## src/design/cph_pkg.sv

```systemverilog
// package for the camera process-data handshake controller
// assumes one 40 MHz core clock and an APB slave for software
package cph_pkg;
    // apb register byte offsets
    localparam logic [7:0] CTRL_OFS = 8'h00;
    localparam logic [7:0] HOIST_OFS = 8'h04;
    localparam logic [7:0] STAT_OFS = 8'h08;
    localparam logic [7:0] RES0_OFS = 8'h0C;
    localparam logic [7:0] RES1_OFS = 8'h10;
    // control register fields
    localparam int CTRL_RUN_BIT = 0;
    localparam int CTRL_ENA_BIT = 1;
    localparam int CTRL_SEL_LSB = 4;
    // data identifiers
    localparam logic [7:0] ID_CODE_INFO = 8'h09;
    localparam logic [7:0] ID_RESULT = 8'h81;
    // sequence values
    localparam logic [7:0] SEQ_END = 8'h00;
    localparam logic [7:0] SEQ_VALID = 8'h01;
    // net length sent in bytes 2 and 3
    localparam logic [15:0] NET_LEN = 16'h0004;
    // camera error bit positions in its byte 5
    localparam int ERR_IMPAIRED = 3;
    localparam int ERR_NO_REFL = 4;
    localparam int ERR_DIST = 5;
    // code change timeout, 15 s plus margin
    localparam int CLK_MHZ = 40;
    localparam int CHG_MAX_MS = 16000;
    localparam int CHG_MAX_CYC = CHG_MAX_MS * 1000 * CLK_MHZ;
    localparam logic [7:0] ZERO8 = 8'h00;

    // buffer the controller sends to the camera
    typedef struct packed {
        logic [7:0] seq_echo;
        logic [15:0] net_len;
        logic [7:0] req_id;
        logic [31:0] hoist_mm;
    } cph_out_t;

    // discrete control lines to the camera
    typedef struct packed {
        logic processing_enable;
        logic teach_request;
        logic trigger_input;
        logic clear_line;
        logic [3:0] code_choice;
    } cph_ctl_t;

    // code selection states
    typedef enum logic [1:0] {
        SEL_IDLE = 2'b00,
        SEL_WAIT_LOW = 2'b01,
        SEL_WAIT_HIGH = 2'b10
    } cph_sel_t;
endpackage : cph_pkg

```

## src/design/cph_ctrl.sv

```systemverilog
// controller driving the camera process-data handshake and code select
// assumes camera inputs are asynchronous; software uses apb
// Behaviour
// byte 1 carries echoed packet number
// bytes 2-3 carry net length
// byte 4 carries requested data identifier
// bytes 5-8 carry signed hoist millimetres
// id 09 returns code and control status
// camera waits for confirmation before next
// echo camera byte 1 into byte 1
// camera sequence 0 ends transfer
// camera sequence 1 means data valid
// on 1 echo 1, request id 81
// camera closes with sequence 0
// on 0 echo 0, request id 81
// four select bits choose codes 1-15
// code 0 keeps previous code
// enable high, teach trigger clear low
// change start drops done and ready
// done and ready rise when finished
// stop state: set enable to start
// ready high means processing mode
// camera byte 4 names supplied data
// camera byte 5 holds error bits
// hold select and enable during change
`timescale 1ns/100ps
module cph_ctrl #(
    parameter int CHG_TIMEOUT = cph_pkg::CHG_MAX_CYC
) (
    // clock and reset
    input wire logic CORE_CLK,
    input wire logic RST_N,
    // apb slave
    input wire logic PSEL,
    input wire logic PENABLE,
    input wire logic PWRITE,
    input wire logic [7:0] PADDR,
    input wire logic [31:0] PWDATA,
    output logic [31:0] PRDATA,
    output logic PREADY,
    output logic PSLVERR,
    // camera buffer, camera to controller
    input wire logic [7:0] CAM_SEQ,
    input wire logic [7:0] CAM_ID,
    input wire logic [7:0] CAM_ERR,
    // camera discrete status
    input wire logic CODE_CHANGE_DONE,
    input wire logic CAM_READY,
    input wire logic OPERATING_STATE,
    // controller buffer and control lines to the camera
    output cph_pkg::cph_out_t CAM_OUT,
    output cph_pkg::cph_ctl_t CAM_CTL
);
    logic run_ff;
    logic ena_ff;
    logic [3:0] sel_ff;
    logic [31:0] hoist_ff;
    logic [7:0] seq_s1_ff, seq_ff, id_s1_ff, id_ff, err_s1_ff, err_ff;
    logic [2:0] st_s1_ff, st_ff;
    logic [7:0] echo_ff;
    logic [7:0] last_id_ff;
    logic [7:0] last_err_ff;
    logic [15:0] pkt_cnt_ff;
    cph_pkg::cph_sel_t sel_st_ff, nxt_sel_st;
    logic [3:0] out_code_ff;
    logic chg_busy, chg_tmo_ff;
    logic [31:0] tmo_cnt_ff;
    logic chg_expired;
    logic [31:0] ctrl_rd;
    logic [3:0] pend_code_ff;
    logic wr, rd;
    logic done_s, rdy_s, op_s;

    // apb strobes, true in the access phase only
    assign wr = PSEL && PENABLE && PWRITE;
    assign rd = PSEL && PENABLE && !PWRITE;
    // synchronised camera status bits
    assign done_s = st_ff[2];
    assign rdy_s = st_ff[1];
    assign op_s = st_ff[0];

    // two-flop synchronisers for camera inputs
    always_ff @(posedge CORE_CLK or negedge RST_N) begin
        if (!RST_N) begin
            seq_s1_ff <= cph_pkg::ZERO8;
            seq_ff <= cph_pkg::ZERO8;
            id_s1_ff <= cph_pkg::ZERO8;
            id_ff <= cph_pkg::ZERO8;
            err_s1_ff <= cph_pkg::ZERO8;
            err_ff <= cph_pkg::ZERO8;
            st_s1_ff <= 3'h0;
            st_ff <= 3'h0;
        end else begin
            seq_s1_ff <= CAM_SEQ;
            seq_ff <= seq_s1_ff;
            id_s1_ff <= CAM_ID;
            id_ff <= id_s1_ff;
            err_s1_ff <= CAM_ERR;
            err_ff <= err_s1_ff;
            st_s1_ff <= {CODE_CHANGE_DONE, CAM_READY, OPERATING_STATE};
            st_ff <= st_s1_ff;
        end
    end

    // software control registers
    always_ff @(posedge CORE_CLK or negedge RST_N) begin
        if (!RST_N) begin
            run_ff <= 1'b0;
            ena_ff <= 1'b0;
            sel_ff <= 4'h0;
            hoist_ff <= 32'h0;
        end else if (wr && PADDR == cph_pkg::CTRL_OFS) begin
            run_ff <= PWDATA[cph_pkg::CTRL_RUN_BIT];
            ena_ff <= PWDATA[cph_pkg::CTRL_ENA_BIT];
            sel_ff <= PWDATA[cph_pkg::CTRL_SEL_LSB +: 4];
        end else if (wr && PADDR == cph_pkg::HOIST_OFS) begin
            hoist_ff <= PWDATA;
        end
    end

    // sequence echo: copy camera number once it is 0 or 1
    always_ff @(posedge CORE_CLK or negedge RST_N) begin
        if (!RST_N) begin
            echo_ff <= cph_pkg::SEQ_END;
            pkt_cnt_ff <= 16'h0;
            last_id_ff <= cph_pkg::ZERO8;
            last_err_ff <= cph_pkg::ZERO8;
        end else if (run_ff && seq_ff != echo_ff &&
                     (seq_ff == cph_pkg::SEQ_VALID ||
                      seq_ff == cph_pkg::SEQ_END)) begin
            echo_ff <= seq_ff;
            if (seq_ff == cph_pkg::SEQ_VALID) begin
                pkt_cnt_ff <= pkt_cnt_ff + 16'h1;
                last_id_ff <= id_ff;
                last_err_ff <= err_ff;
            end
        end
    end

    // outgoing buffer always asks for a result frame
    always_ff @(posedge CORE_CLK or negedge RST_N) begin
        if (!RST_N) begin
            CAM_OUT <= '0;
        end else begin
            CAM_OUT.seq_echo <= echo_ff;
            CAM_OUT.net_len <= cph_pkg::NET_LEN;
            CAM_OUT.req_id <= cph_pkg::ID_RESULT;
            CAM_OUT.hoist_mm <= hoist_ff;
        end
    end

    // code selection sequencer
    always_comb begin
        nxt_sel_st = sel_st_ff;
        unique case (sel_st_ff)
            cph_pkg::SEL_IDLE: begin
                if (ena_ff && sel_ff != 4'h0 && sel_ff != out_code_ff)
                    nxt_sel_st = cph_pkg::SEL_WAIT_LOW;
            end
            cph_pkg::SEL_WAIT_LOW: begin
                if (!done_s && !rdy_s)
                    nxt_sel_st = cph_pkg::SEL_WAIT_HIGH;
                else if (chg_expired)
                    nxt_sel_st = cph_pkg::SEL_IDLE;
            end
            cph_pkg::SEL_WAIT_HIGH: begin
                if ((done_s && rdy_s) || chg_expired)
                    nxt_sel_st = cph_pkg::SEL_IDLE;
            end
            default: nxt_sel_st = cph_pkg::SEL_IDLE;
        endcase
    end

    assign chg_busy = sel_st_ff != cph_pkg::SEL_IDLE;
    // per-change expiry, so a past timeout cannot abort a later change
    assign chg_expired = tmo_cnt_ff == 32'(CHG_TIMEOUT);

    // control register read-back, fields where a write puts them
    always_comb begin
        ctrl_rd = 32'h0;
        ctrl_rd[cph_pkg::CTRL_RUN_BIT] = run_ff;
        ctrl_rd[cph_pkg::CTRL_ENA_BIT] = ena_ff;
        ctrl_rd[cph_pkg::CTRL_SEL_LSB +: 4] = sel_ff;
    end

    // state register, and held code that is frozen while a change runs
    always_ff @(posedge CORE_CLK or negedge RST_N) begin
        if (!RST_N) begin
            sel_st_ff <= cph_pkg::SEL_IDLE;
            out_code_ff <= 4'h0;
            pend_code_ff <= 4'h0;
        end else begin
            sel_st_ff <= nxt_sel_st;
            if (!chg_busy && nxt_sel_st == cph_pkg::SEL_WAIT_LOW) begin
                out_code_ff <= sel_ff;
                pend_code_ff <= sel_ff;
            end
        end
    end

    // timeout guard on a code change
    always_ff @(posedge CORE_CLK or negedge RST_N) begin
        if (!RST_N) begin
            tmo_cnt_ff <= 32'h0;
            chg_tmo_ff <= 1'b0;
        end else if (!chg_busy) begin
            tmo_cnt_ff <= 32'h0;
        end else if (chg_expired) begin
            chg_tmo_ff <= 1'b1;
        end else begin
            tmo_cnt_ff <= tmo_cnt_ff + 32'h1;
        end
    end

    // discrete lines; enable starts processing from stop
    always_ff @(posedge CORE_CLK or negedge RST_N) begin
        if (!RST_N) begin
            CAM_CTL <= '0;
        end else begin
            CAM_CTL.processing_enable <= ena_ff || chg_busy;
            CAM_CTL.teach_request <= 1'b0;
            CAM_CTL.trigger_input <= 1'b0;
            CAM_CTL.clear_line <= 1'b0;
            CAM_CTL.code_choice <= chg_busy ? pend_code_ff : 4'h0;
        end
    end

    // apb read data, zero-wait answers
    always_ff @(posedge CORE_CLK or negedge RST_N) begin
        if (!RST_N) begin
            PRDATA <= 32'h0;
        end else if (PSEL && !PENABLE && !PWRITE) begin
            unique case (PADDR)
                cph_pkg::CTRL_OFS: PRDATA <= ctrl_rd;
                cph_pkg::HOIST_OFS: PRDATA <= hoist_ff;
                cph_pkg::STAT_OFS:
                    PRDATA <= {pkt_cnt_ff, 4'h0, out_code_ff, chg_tmo_ff,
                               chg_busy, op_s && !rdy_s, rdy_s, done_s,
                               op_s, echo_ff[0], seq_ff[0]};
                cph_pkg::RES0_OFS: PRDATA <= {16'h0, last_id_ff, last_err_ff};
                default: PRDATA <= 32'h0;
            endcase
        end
    end

    // zero wait states; offsets past the last register answer an error
    assign PREADY = 1'b1;
    assign PSLVERR = PSEL && PENABLE && PADDR > cph_pkg::RES0_OFS;

    // echo follows a stable camera number within a few cycles
    a_echo_follows: assert property (
        @(posedge CORE_CLK) disable iff (!RST_N)
        run_ff && $stable(seq_ff) && seq_ff == cph_pkg::SEQ_VALID
        |-> ##[1:3] CAM_OUT.seq_echo == cph_pkg::SEQ_VALID)
        else $error("echo did not follow sequence 1");
    a_echo_zero: assert property (
        @(posedge CORE_CLK) disable iff (!RST_N)
        run_ff && $stable(seq_ff) && seq_ff == cph_pkg::SEQ_END
        |-> ##[1:3] CAM_OUT.seq_echo == cph_pkg::SEQ_END)
        else $error("echo did not follow sequence 0");
    // a packet is counted only when the echo turns to 1
    a_count_valid: assert property (
        @(posedge CORE_CLK) disable iff (!RST_N)
        $changed(pkt_cnt_ff) |-> $rose(echo_ff[0]))
        else $error("packet counted without a new echo");
    // fixed length and id fields and the forwarded hoist, checked from the first edge out of reset
    a_id_result: assert property (
        @(posedge CORE_CLK) disable iff (!RST_N)
        RST_N |=> CAM_OUT.req_id == cph_pkg::ID_RESULT)
        else $error("request id not result frame");
    a_len_const: assert property (
        @(posedge CORE_CLK) disable iff (!RST_N)
        RST_N |=> CAM_OUT.net_len == cph_pkg::NET_LEN)
        else $error("net length wrong");
    a_hoist_out: assert property (
        @(posedge CORE_CLK) disable iff (!RST_N)
        RST_N |=> CAM_OUT.hoist_mm == $past(hoist_ff))
        else $error("hoist position not forwarded");
    // discrete control lines and the code select pattern
    a_lines_low: assert property (
        @(posedge CORE_CLK) disable iff (!RST_N)
        !CAM_CTL.teach_request && !CAM_CTL.trigger_input
        && !CAM_CTL.clear_line)
        else $error("teach trigger or clear raised");
    a_enable_level: assert property (
        @(posedge CORE_CLK) disable iff (!RST_N)
        ena_ff |=> CAM_CTL.processing_enable)
        else $error("processing enable not driven");
    a_sel_hold: assert property (
        @(posedge CORE_CLK) disable iff (!RST_N)
        chg_busy && $past(chg_busy) && $past(chg_busy, 2)
        |-> $stable(CAM_CTL.code_choice) && CAM_CTL.processing_enable)
        else $error("select changed during code change");
    a_code_out: assert property (
        @(posedge CORE_CLK) disable iff (!RST_N)
        chg_busy && $past(chg_busy)
        |-> CAM_CTL.code_choice == out_code_ff && out_code_ff != 4'h0)
        else $error("code lines differ from the held code");
    a_idle_zero: assert property (
        @(posedge CORE_CLK) disable iff (!RST_N)
        !chg_busy && !$past(chg_busy) |-> ##1 CAM_CTL.code_choice == 4'h0)
        else $error("code lines not zero while idle");
    a_start_nonzero: assert property (
        @(posedge CORE_CLK) disable iff (!RST_N)
        $rose(chg_busy) |-> out_code_ff != 4'h0)
        else $error("code change with code zero");
    // a change ends only on done and ready, or once the sticky timeout flag is set by any expiry since reset
    a_busy_exit: assert property (
        @(posedge CORE_CLK) disable iff (!RST_N)
        $fell(chg_busy) |-> ($past(done_s) && $past(rdy_s)) || chg_tmo_ff)
        else $error("code change left without done and ready");
    a_tmo_sticky: assert property (
        @(posedge CORE_CLK) disable iff (!RST_N)
        chg_tmo_ff |=> chg_tmo_ff)
        else $error("timeout flag cleared without reset");
endmodule : cph_ctrl

```

## config.mk

```make
export PLATFORM = sky130hd
export DESIGN_NAME = cph_ctrl
export DESIGN_NICKNAME = d
export VERILOG_FILES = /design/src/design/cph_pkg.sv /design/src/design/cph_ctrl.sv
export SDC_FILE = /design/constraint.sdc
export NUM_CORES = 1
export LEC_CHECK = 0
export BUFFER_PORTS_ARGS = -buffer_cell sky130_fd_sc_hd__clkbuf_2
export CORE_MARGIN = 2
export CORE_UTILIZATION = 35
export DETAILED_ROUTE_END_ITERATION = 12
export GPL_TIMING_DRIVEN = 0
export MAX_ROUTING_LAYER = met4
export PLACE_DENSITY = 0.55
export SYNTH_ARGS = -nofsm -noshare
export SYNTH_HDL_FRONTEND = slang
export SYNTH_SLANG_ARGS = --single-unit
```

## constraint.sdc

```tcl
create_clock -name CORE_CLK -period 6 [get_ports CORE_CLK]
set_input_delay 0 -clock CORE_CLK [delete_from_list [all_inputs] [get_ports CORE_CLK]]
set_output_delay 0 -clock CORE_CLK [all_outputs]
set_load 0.005 [all_outputs]
```

After elaboration in Yosys (flattened, before gate mapping)
Cells that the tools add are included.
{"block": "totals", "register_bits": 250, "wordCells": 82, "output_inout_bits": 106, "input_bits": 72}
{"block": "classes", "addsub": 2, "n_eq_ne": 11, "reduce_logical": 31, "bitwise_logic": 1, "order_cmp": 1, "n_mux": 9}
{"operator": "32-bit one-hot mux with 4 select lines", "count": 1}
{"operator": "32-bit two-way mux", "count": 2}
{"operator": "32-bit by 1-bit adder with 32-bit output (second input constant)", "count": 1}
{"operator": "32-bit by 30-bit equality test with 1-bit output (second input constant)", "count": 1}
{"operator": "16-bit by 1-bit adder with 16-bit output (second input constant)", "count": 1}
{"operator": "8-bit by 4-bit equality test with 1-bit output (second input constant)", "count": 2}
{"operator": "8-bit logical NOT", "count": 2}
{"operator": "1-bit logical AND", "count": 15}
{"operator": "8-bit by 1-bit equality test with 1-bit output (second input constant)", "count": 1}
{"operator": "8-bit by 3-bit equality test with 1-bit output (second input constant)", "count": 1}
{"operator": "8-bit by 4-bit greater-than comparator with 1-bit output (second input constant)", "count": 1}
{"operator": "2-bit two-way mux", "count": 4}
{"operator": "8-bit != test", "count": 1}
{"operator": "2-bit one-hot mux with 3 select lines", "count": 1}
{"operator": "2-bit AND reduction", "count": 3}
{"operator": "1-bit logical NOT", "count": 5}
{"operator": "2-bit by 1-bit equality test with 1-bit output (second input constant)", "count": 2}
{"operator": "4-bit two-way mux", "count": 1}
{"operator": "4-bit != test", "count": 1}
{"operator": "4-bit nonzero test", "count": 1}
{"operator": "1-bit logical OR", "count": 3}
{"operator": "2-bit equality test (second input constant)", "count": 1}
{"operator": "2-bit logical NOT", "count": 1}
{"operator": "2-bit != test (second input constant)", "count": 1}
{"operator": "2 further kinds", "count": 2}

Depth between registers and ports, before layout
Gate-level depths: netlist of run 1.
{"block": "logic_depth", "word_depth": 7, "ltp_mapped": 6}

Worst setup path before layout of run 1
No wires, ideal clock.
{"block": "synth_path", "path_kind": "flip-flop to flip-flop", "from": "register tmo_cnt_ff[0]", "to": "register tmo_cnt_ff[30]", "arrival_time_ns": 1.998, "path_stages_with_launch": 7, "path_slack_ns": 3.924, "required_ns": 5.922, "path_cell_list": "dfrtp_1 -> ha_1 -> nand3_4 -> or4_4 -> buf_6 -> or4_1 -> a21oi_1"}
{"block": "synth_via", "elab_chain_cells": 3}
{"item": "start: declaration", "line": "cph_ctrl.sv:67", "rtl": "logic [31:0] tmo_cnt_ff;"}
{"item": "start signal: assignment", "line": "cph_ctrl.sv:211", "rtl": "tmo_cnt_ff <= tmo_cnt_ff + 32'h1;"}
{"item": "32-bit by 1-bit adder with 32-bit output", "line": "cph_ctrl.sv:211"}
{"item": "32-bit two-way mux", "line": "cph_ctrl.sv:208", "rtl": "end else if (chg_expired) begin"}
{"item": "32-bit two-way mux", "line": "cph_ctrl.sv:206", "rtl": "end else if (!chg_busy) begin"}
Several ways; a longest one is shown, not always the timed one. The select of a mux whose other input is x is not followed.
A chain may end at the register's enable or synchronous reset.

Worst setup path in the final report of run 1
{"block": "layout_path", "from": "register seq_ff[1]", "to": "register last_id_ff[6]"}
{"block": "layout_via", "elab_chain_cells": 4}
{"item": "start: declaration", "line": "cph_ctrl.sv:58", "rtl": "logic [7:0] seq_s1_ff, seq_ff, id_s1_ff, id_ff, err_s1_ff, err_ff;"}
{"item": "start signal: assignment", "line": "cph_ctrl.sv:86", "rtl": "seq_ff <= cph_pkg::ZERO8;"}
{"item": "start signal: assignment", "line": "cph_ctrl.sv:95", "rtl": "seq_ff <= seq_s1_ff;"}
{"item": "8-bit != test (tied with other cells)", "line": "cph_ctrl.sv:128", "rtl": "end else if (run_ff && seq_ff != echo_ff &&"}
{"item": "1-bit logical AND or 1-bit logical OR (tied branches)", "line": "cph_ctrl.sv:128, cph_ctrl.sv:129"}
{"item": "1-bit logical AND", "line": "cph_ctrl.sv:128"}
{"item": "2-bit AND reduction (no line) (*)"}
{"item": "end signal: assignment", "line": "cph_ctrl.sv:126", "rtl": "last_id_ff <= cph_pkg::ZERO8;"}
{"item": "end signal: assignment", "line": "cph_ctrl.sv:134", "rtl": "last_id_ff <= id_ff;"}
{"item": "end: declaration", "line": "cph_ctrl.sv:61", "rtl": "logic [7:0] last_id_ff;"}
Every way passes the cells marked *; elsewhere a longest branch is shown, timed or not.

==> results.md, run 1 <==
* Iter 0 DRT Violations at 385
* Leakage at 6.05 nW
* Crit-path max cell delay at 0.62 ns
* Crit. End Element: register
* Worst-Margin Slew at 0.921 ns
* Synth top area share at 63.8%
* Worst path required time at 6.40 ns
* First-pass DRT Iterations at 4
* Reg power frac at 48.1%
* Vias per cell at 4.71
* Die width at 171 microns
* WS Path Type: reg2reg
* Placed insts at 1290
* Final hold viol count at 0
* Clock share of power at 47.5%
* Power Total at 3.57 mW
* Synth area leader: dfrtp_1
* Wire length per cell at 17.0 microns
* Gr usage total at 16.8%
* Worst-Skew Late Latency at 0.52 ns
* P_int at 2.80 mW
* Worst setup margin at 3.42 ns
* Placed cell area at 0.0112 sq mm
* DR DRC count at 0
* Max-cap viol count at 0
* Clk_skew at 0.0135 ns
* Synth area leaders: dfrtp_1 (64%), mux2_2 (6.6%), xor2_1 (2.5%)
* Sw frac at 21.4%
* Peak VDD IR at 0.182 mV
* Finished Cell Area at 0.0127 sq mm
* Outcome: completed
* CP Cell Sequence: nor4_2 -> nand3_1 -> a21oi_2 -> buf_2 -> mux2_1
* WP buf/inv at 1
* Layout cells sized above 1 at 30.1%
* Netlist cell types at 59
* Initial antenna violation count at 1
* First-pass GRT wire length at 37300 microns
* Fillers at 2564
* I/O Buffers at 151
* Die area at 0.0293 sq mm
* H-tree levels at 1
* CP Data Arrival Time at 2.98 ns
* Root Buffer: clkbuf_16
* Hold Crit Class: in2async
* Antenna violation net count after detailed routing at 0
* Final period util at 43.0%
* Total negative slack at 0 ns
* Post-Syn Instances at 735
* Via count at 6592
* Post-DP HPWL at 16600 microns
* Number of synthesized flops with an enable pin at 0
* Mapped cell area at 0.00977 sq mm
* Rows at 61
* Warnings, synthesis at 0
* Fmax at 388 MHz
* Syn Area/Cell at 13.3 sq um
* Final setup violation count at 0
* Worst rel slew slack at 38.1%
* Post-CTS setup buffers at 0
* Syn-to-layout area delta at 29.7%
* Comb pwr share at 4.4%
* Grt ovf at 0
* Fin. max-slew vios at 0
* GP Congestion at 0.837
* Starting density of the core at 35.4%
* WHS at 0.0549 ns
* Area occupied by multi-input gates at 0.00326 sq mm
* Type of origin of the critical path: register
* Place WS at 3.37 ns
* CP Depth at 5
* CTS tree: done
* Most used DFF post-synth: dfrtp_1
* Sink Count at 249
* Post-synth ARST share at 100%
* Final cell count without fillers at 1400
* Die height at 171 microns
* Sequential area share after synthesis at 63.8%
* Net count, final at 1076
* FF-to-FF path depth at 5
* Psw at 764 uW
* CP max stage cell: nor4_2
* Final Util at 45.9%
* Crit-path leading delay family: simple AND/OR/NAND/NOR gates
* Clk slew on worst S/H paths at 0.06 ns
* Setup repair after global routing missed its margin: no
* Longest Clk Path Bufs at 3
* Final Critical Period at 2.58 ns
* Largest net degree at the start of global routing at 114
* Cts bufs inserted at 27
* Drt total wl at 23800 microns
* Crit path max fanout at 10
* Cell Pwr Density at 282 mW/mm^2
* Number of global-route vias before repair at 6594
* Post-synthesis register bit count at 249
* Storage cell area at 0.00623 sq mm
* CORE AREA at 0.0276 sq mm
* I/O Pins at 178
-- sequential cells by signal, summed over array words and instances (netlist names), 16 cells and up --
name        flops
tmo_cnt_ff     32
pkt_cnt_ff     16
hoist_ff       32
CAM_OUT        41
PRDATA         32
-- power groups by stage --
stage / sequential (mW) / combinational (mW) / clock (mW)
after floorplan: 1.74 / 0.0451 / 0
after global routing: 1.72 / 0.175 / 1.83
after global placement: 1.75 / 0.122 / 0
after CTS: 1.72 / 0.159 / 1.74
final: 1.72 / 0.156 / 1.70
after detailed placement: 1.75 / 0.128 / 0
-- Yosys cell counts, types with 8 or more instances --
| library cell | count |
|---|---|
| a21oi_1 | 24 |
| a22oi_1 | 22 |
| and4_1 | 8 |
| buf_4 | 27 |
| clkbuf_1 | 23 |
| dfrtp_1 | 249 |
| inv_1 | 10 |
| mux2_1 | 9 |
| mux2_2 | 57 |
| nand2_1 | 52 |
| nand3_1 | 15 |
| nand4_1 | 17 |
| nor2_1 | 17 |
| nor2b_1 | 13 |
| o21ai_0 | 14 |
| o31ai_1 | 29 |
| or4_1 | 15 |
| xnor2_1 | 9 |
| xor2_1 | 28 |
-- what timing repair did --
item | in CTS | in global routing
hold buffers | 60 | 0
hold endpoints to repair | 139 | 0
gates resized for setup | 0 | 0
-- worst paths after layout --
check	slack [ns]	start	end
setup / recovery	3.42	seq_ff[1]$_DFF_PN0_	last_id_ff[6]$_DFFE_PN0P_
hold / removal	0.05	RST_N	hoist_ff[8]$_DFFE_PN0P_
setup reg to reg	3.42	seq_ff[1]$_DFF_PN0_	last_id_ff[6]$_DFFE_PN0P_
hold reg to reg	0.34	id_s1_ff[0]$_DFF_PN0_	id_ff[0]$_DFF_PN0_
max in group asynchronous	4.98	RST_N	PRDATA[13]$_DFFE_PN0P_
min in group CORE_CLK	0.06	PSEL	PRDATA[11]$_DFFE_PN0P_
-- layout by cell type (no fill, tap or decap), types with 4 or more instances in the layout --
cell           instances
nor3_1                 5
mux2_2                57
a22oi_1               22
clkbuf_2             150
conb_1                26
or4_1                 15
mux2_1                 9
buf_1                  6
a211oi_1               4
nand2_1               52
xor2_1                28
a22o_1                 6
buf_4                 27
dlygate4sd3_1         60
nor4_2                 4
clkinv_2               6
xnor2_1                9
o21ai_0               14
or3_1                  6
o31ai_1               29
and4_1                 8
nand3_1               15
a2111oi_0              7
a21oi_1               24
nor4_1                 7
mux4_2                 6
dfrtp_1              249
mux2i_1                6
bufinv_16              4
clkbuf_16             27
nand4_1               17
inv_1                 10
nor2b_1               13
clkbuf_1              27
nor2_1                17
-- metal layers --
metal  GRT usage (%)  vias up  part of all wire, %
li1                -     3150                    -
met1            22.9     3248                   45
met2            25.2      157                   46
met3            4.16       37                  6.8
met4            4.46        0                  2.2
met5               -        -                    0
-- layout make-up --
cell class | instances | area share (%)
Antenna cell | 1 | 0.0197
Buffer | 60 | 2.67
Sequential cell | 249 | 49.2
Tap cell | 378 | 3.73
Clock inverter | 16 | 1.57
Inverter | 10 | 0.296
Timing Repair Buffer | 213 | 11.2
Multi-Input combinational cell | 440 | 25.7
Clock buffer | 33 | 5.67
-- logic make-up after synthesis --
family                     after synthesis  share of synthesized area (%)
DFF                                    249                           63.8
AOI/OAI and AO/OA                      114                           7.99
buffers and inverters                   70                           3.84
and+or+nand+nor                        182                           11.0
adders and majority gates                3                          0.384
xor gates and xnor gates                37                           3.32
other                                    2                         0.0769
muxes                                   78                           9.60
Note: power is estimated with default switching activity, not from simulation.
==> inputs of run 2 (changes only) <==
PLACE_DENSITY = 0.57   (was 0.55)
clock period = 2.3 ns   (was 6 ns; I/O delays follow)
==> run 2 against run 1 <==
  * Combinational power rose to 2.7 times the previous value
  * Sequential cell count unchanged
  * Routed wire length down 0.34%
  * Die area unchanged
  * Utilization up 0.76 points
  * Clock skew down 0.0047 ns
  * Global-route usage up 0.078 points
  * Via count up 0.73%
  * First-iteration DRC count down 17%
  * Worst hold slack worse by 0.0075 ns
  * Critical path depth up 1
  * Sequential share of layout area down 0.78 points
  * Critical path type unchanged
  * Critical endpoint is now tmo_cnt_ff[30]$_DFFE_PN0N_
  * Largest power group is now the clock network
  * Highest routed layer unchanged
==> results.md, run 2 (same netlist as run 1, synthesis figures left out) <==
* Outcome: completed
* Most common cell after layout, fill and taps aside: dfrtp_1
* Via count at 6640 (+0.73%)
* Crit-path max cell delay at 0.61 ns (about the same)
* Max FFs per register at 41 (unchanged)
* Final Critical Period at 2.19 ns (-0.393 ns)
* Sink Count at 249 (unchanged)
* Initial antenna violation count at 0 (-1)
* Net count, final at 1081 (+0.46%)
* WHS at 0.0474 ns (-0.00754 ns)
* Clk_skew at 0.00878 ns (-0.00467 ns)
* Fillers at 2573 (+0.35%)
* Iter 0 DRT Violations at 320 (-17%)
* CP Launch Point: tmo_cnt_ff[1]$_DFFE_PN0N_
* Worst rel slew slack at 37.7% (-0.43 points)
* Grt ovf at 0 (unchanged)
* DR DRC count at 0 (unchanged)
* Die width at 171 microns (unchanged)
* Die height at 171 microns (unchanged)
* GP Congestion at 0.828 (-1.1%)
* Final hold viol count at 0 (unchanged)
* Syn-to-layout area delta at 31.9%
* CP Cell Sequence: ha_4 -> nand3_4 -> or4_4 -> buf_6 -> or4_1 -> a21oi_1
* Crit. End Element: register
* Crit path max fanout at 10 (unchanged)
* Power Total at 9.69 mW (+170%)
* First-pass GRT wire length at 37300 microns (+0.15%)
* CTS tree: done
* First-pass DRT Iterations at 7 (+3)
* Longest Clk Path Bufs at 3 (unchanged)
* Area occupied by multi-input gates at 0.00332 sq mm (+2.0%)
* I/O Buffers at 151 (unchanged)
* Clk slew on worst S/H paths at 0.06 ns (about the same)
* CORE AREA at 0.0276 sq mm (unchanged)
* Layout cells sized above 1 at 31.0% (+0.96 points)
* Type of origin of the critical path: register
* Final setup violation count at 0 (unchanged)
* Worst-Skew Late Latency at 0.53 ns (about the same)
* Max-cap viol count at 0 (unchanged)
* Peak VDD IR at 0.491 mV (+170%)
* Drt total wl at 23700 microns (-0.34%)
* Cts bufs inserted at 26 (-3.7%)
* Vias per cell at 4.73 (+0.51%)
* Root Buffer: clkbuf_16
* Rows at 61 (unchanged)
* Worst-Margin Slew at 0.927 ns (+0.00641 ns)
* Most frequent cells in the layout: dfrtp_1 (247), clkbuf_2 (150), dlygate4sd3_1 (60), mux2_2 (57), nand2_1 (52)
* Reg-to-reg startpoint: tmo_cnt_ff[1]$_DFFE_PN0N_
* Final Util at 46.6% (+0.76 points)
* Worst R2R Setup Slack at 0.11 ns (-3.31 ns)
* Worst path required time at 2.75 ns (-3.65 ns)
* Most flops, register: CAM_OUT
* Final period util at 95.0% (+52 points)
* Starting density of the core at 35.4% (unchanged)
* I/O Pins at 178 (unchanged)
* CP Data Arrival Time at 2.63 ns (-0.35 ns)
* Gr usage total at 16.9% (+0.078 points)
* Leakage at 6.14 nW (+1.4%)
* Post-DP HPWL at 16400 microns (-1.1%)
* Fmax at 457 MHz (+18%)
* Die area at 0.0293 sq mm (unchanged)
* Storage cell area at 0.00623 sq mm (about the same)
* H-tree levels at 1 (unchanged)
* Antenna Cells at 0 (-1)
* Antenna violation net count after detailed routing at 0 (unchanged)
* Wire length per cell at 16.9 microns (-0.55%)
* Hold Crit Class: in2async
* Fin. max-slew vios at 0 (unchanged)
* Cell Pwr Density at 752 mW/mm^2 (+170%)
* Number of global-route vias before repair at 6544 (-0.76%)
* WS Path Type: reg2reg
* CP max stage cell: or4_4
* Largest net degree at the start of global routing at 108 (-5.3%)
[run 2: metrics by stage]
| stage | setup TNS (ns) | cell area, sq um | setup WS (ns) | cells |
|---|---|---|---|---|
| after floorplan | 0 | 9860 | 0.224 | 759 |
| after global placement | -988.48 | 11100 | -3.97 | 1288 |
| after detailed placement | -6.71 | 11200 | -0.384 | 1290 |
| after CTS | 0 | 12800 | 0.0102 | 1398 |
| after global routing | -0.00301 | 12900 | -0.00301 | 1403 |
| final | 0 | 12900 | 0.114 | 1403 |
[run 2: repair_timing]
item | CTS | global route
setup buffers | 0 | 6
setup endpoints to repair | 23 | 19
pin swaps | 0 | 2
hold endpoints to repair | 314 | 0
gates resized for setup | 8 | 5
hold buffers | 61 | 0
[run 2: layout make-up]
class	count	area share (%)
Sequential cell	249	48.4
Multi-Input combinational cell	440	25.8
Timing Repair Buffer	220	11.5
Clock buffer	35	5.87
Tap cell	378	3.67
Buffer	59	2.61
Clock inverter	12	1.87
Inverter	10	0.291
[run 2: layer usage]
metal  part of all wire (%)  up-vias  GRT usage [%]  routed length, microns
met5                      0        -              -                       0
met4                    1.9        0           4.42                     453
met3                    6.6       35           4.00                    1560
met2                     46      173           25.0                   10800
met1                     46     3279           23.5                   10800
li1                       -     3153              -                       -
[run 2: worst paths after layout]
kind / end / depth (start not counted)
worst min register to register: err_ff[5]$_DFF_PN0_ / 0
max in group asynchronous: CAM_OUT[18]$_DFF_PN0_ / 3
worst max register to register: tmo_cnt_ff[30]$_DFFE_PN0N_ / 6
worst min-delay path: hoist_ff[8]$_DFFE_PN0P_ / 3
worst max-delay path: tmo_cnt_ff[30]$_DFFE_PN0N_ / 6
min in group CORE_CLK: PRDATA[11]$_DFFE_PN0P_ / 3
[run 2: critical path: cells and delay by family (launching register included)]
family,cells,cell delay [ns]
simple gates,3,1.20
flops,1,0.43
fa+ha+maj,1,0.17
buf+inv,1,0.17
compound gates,1,0.14
[run 2: report_power, final]
part	internal, mW	switching, mW
clock network	3.08	1.71
registers	4.45	0.0356
logic	0.197	0.217
total	7.73	1.96
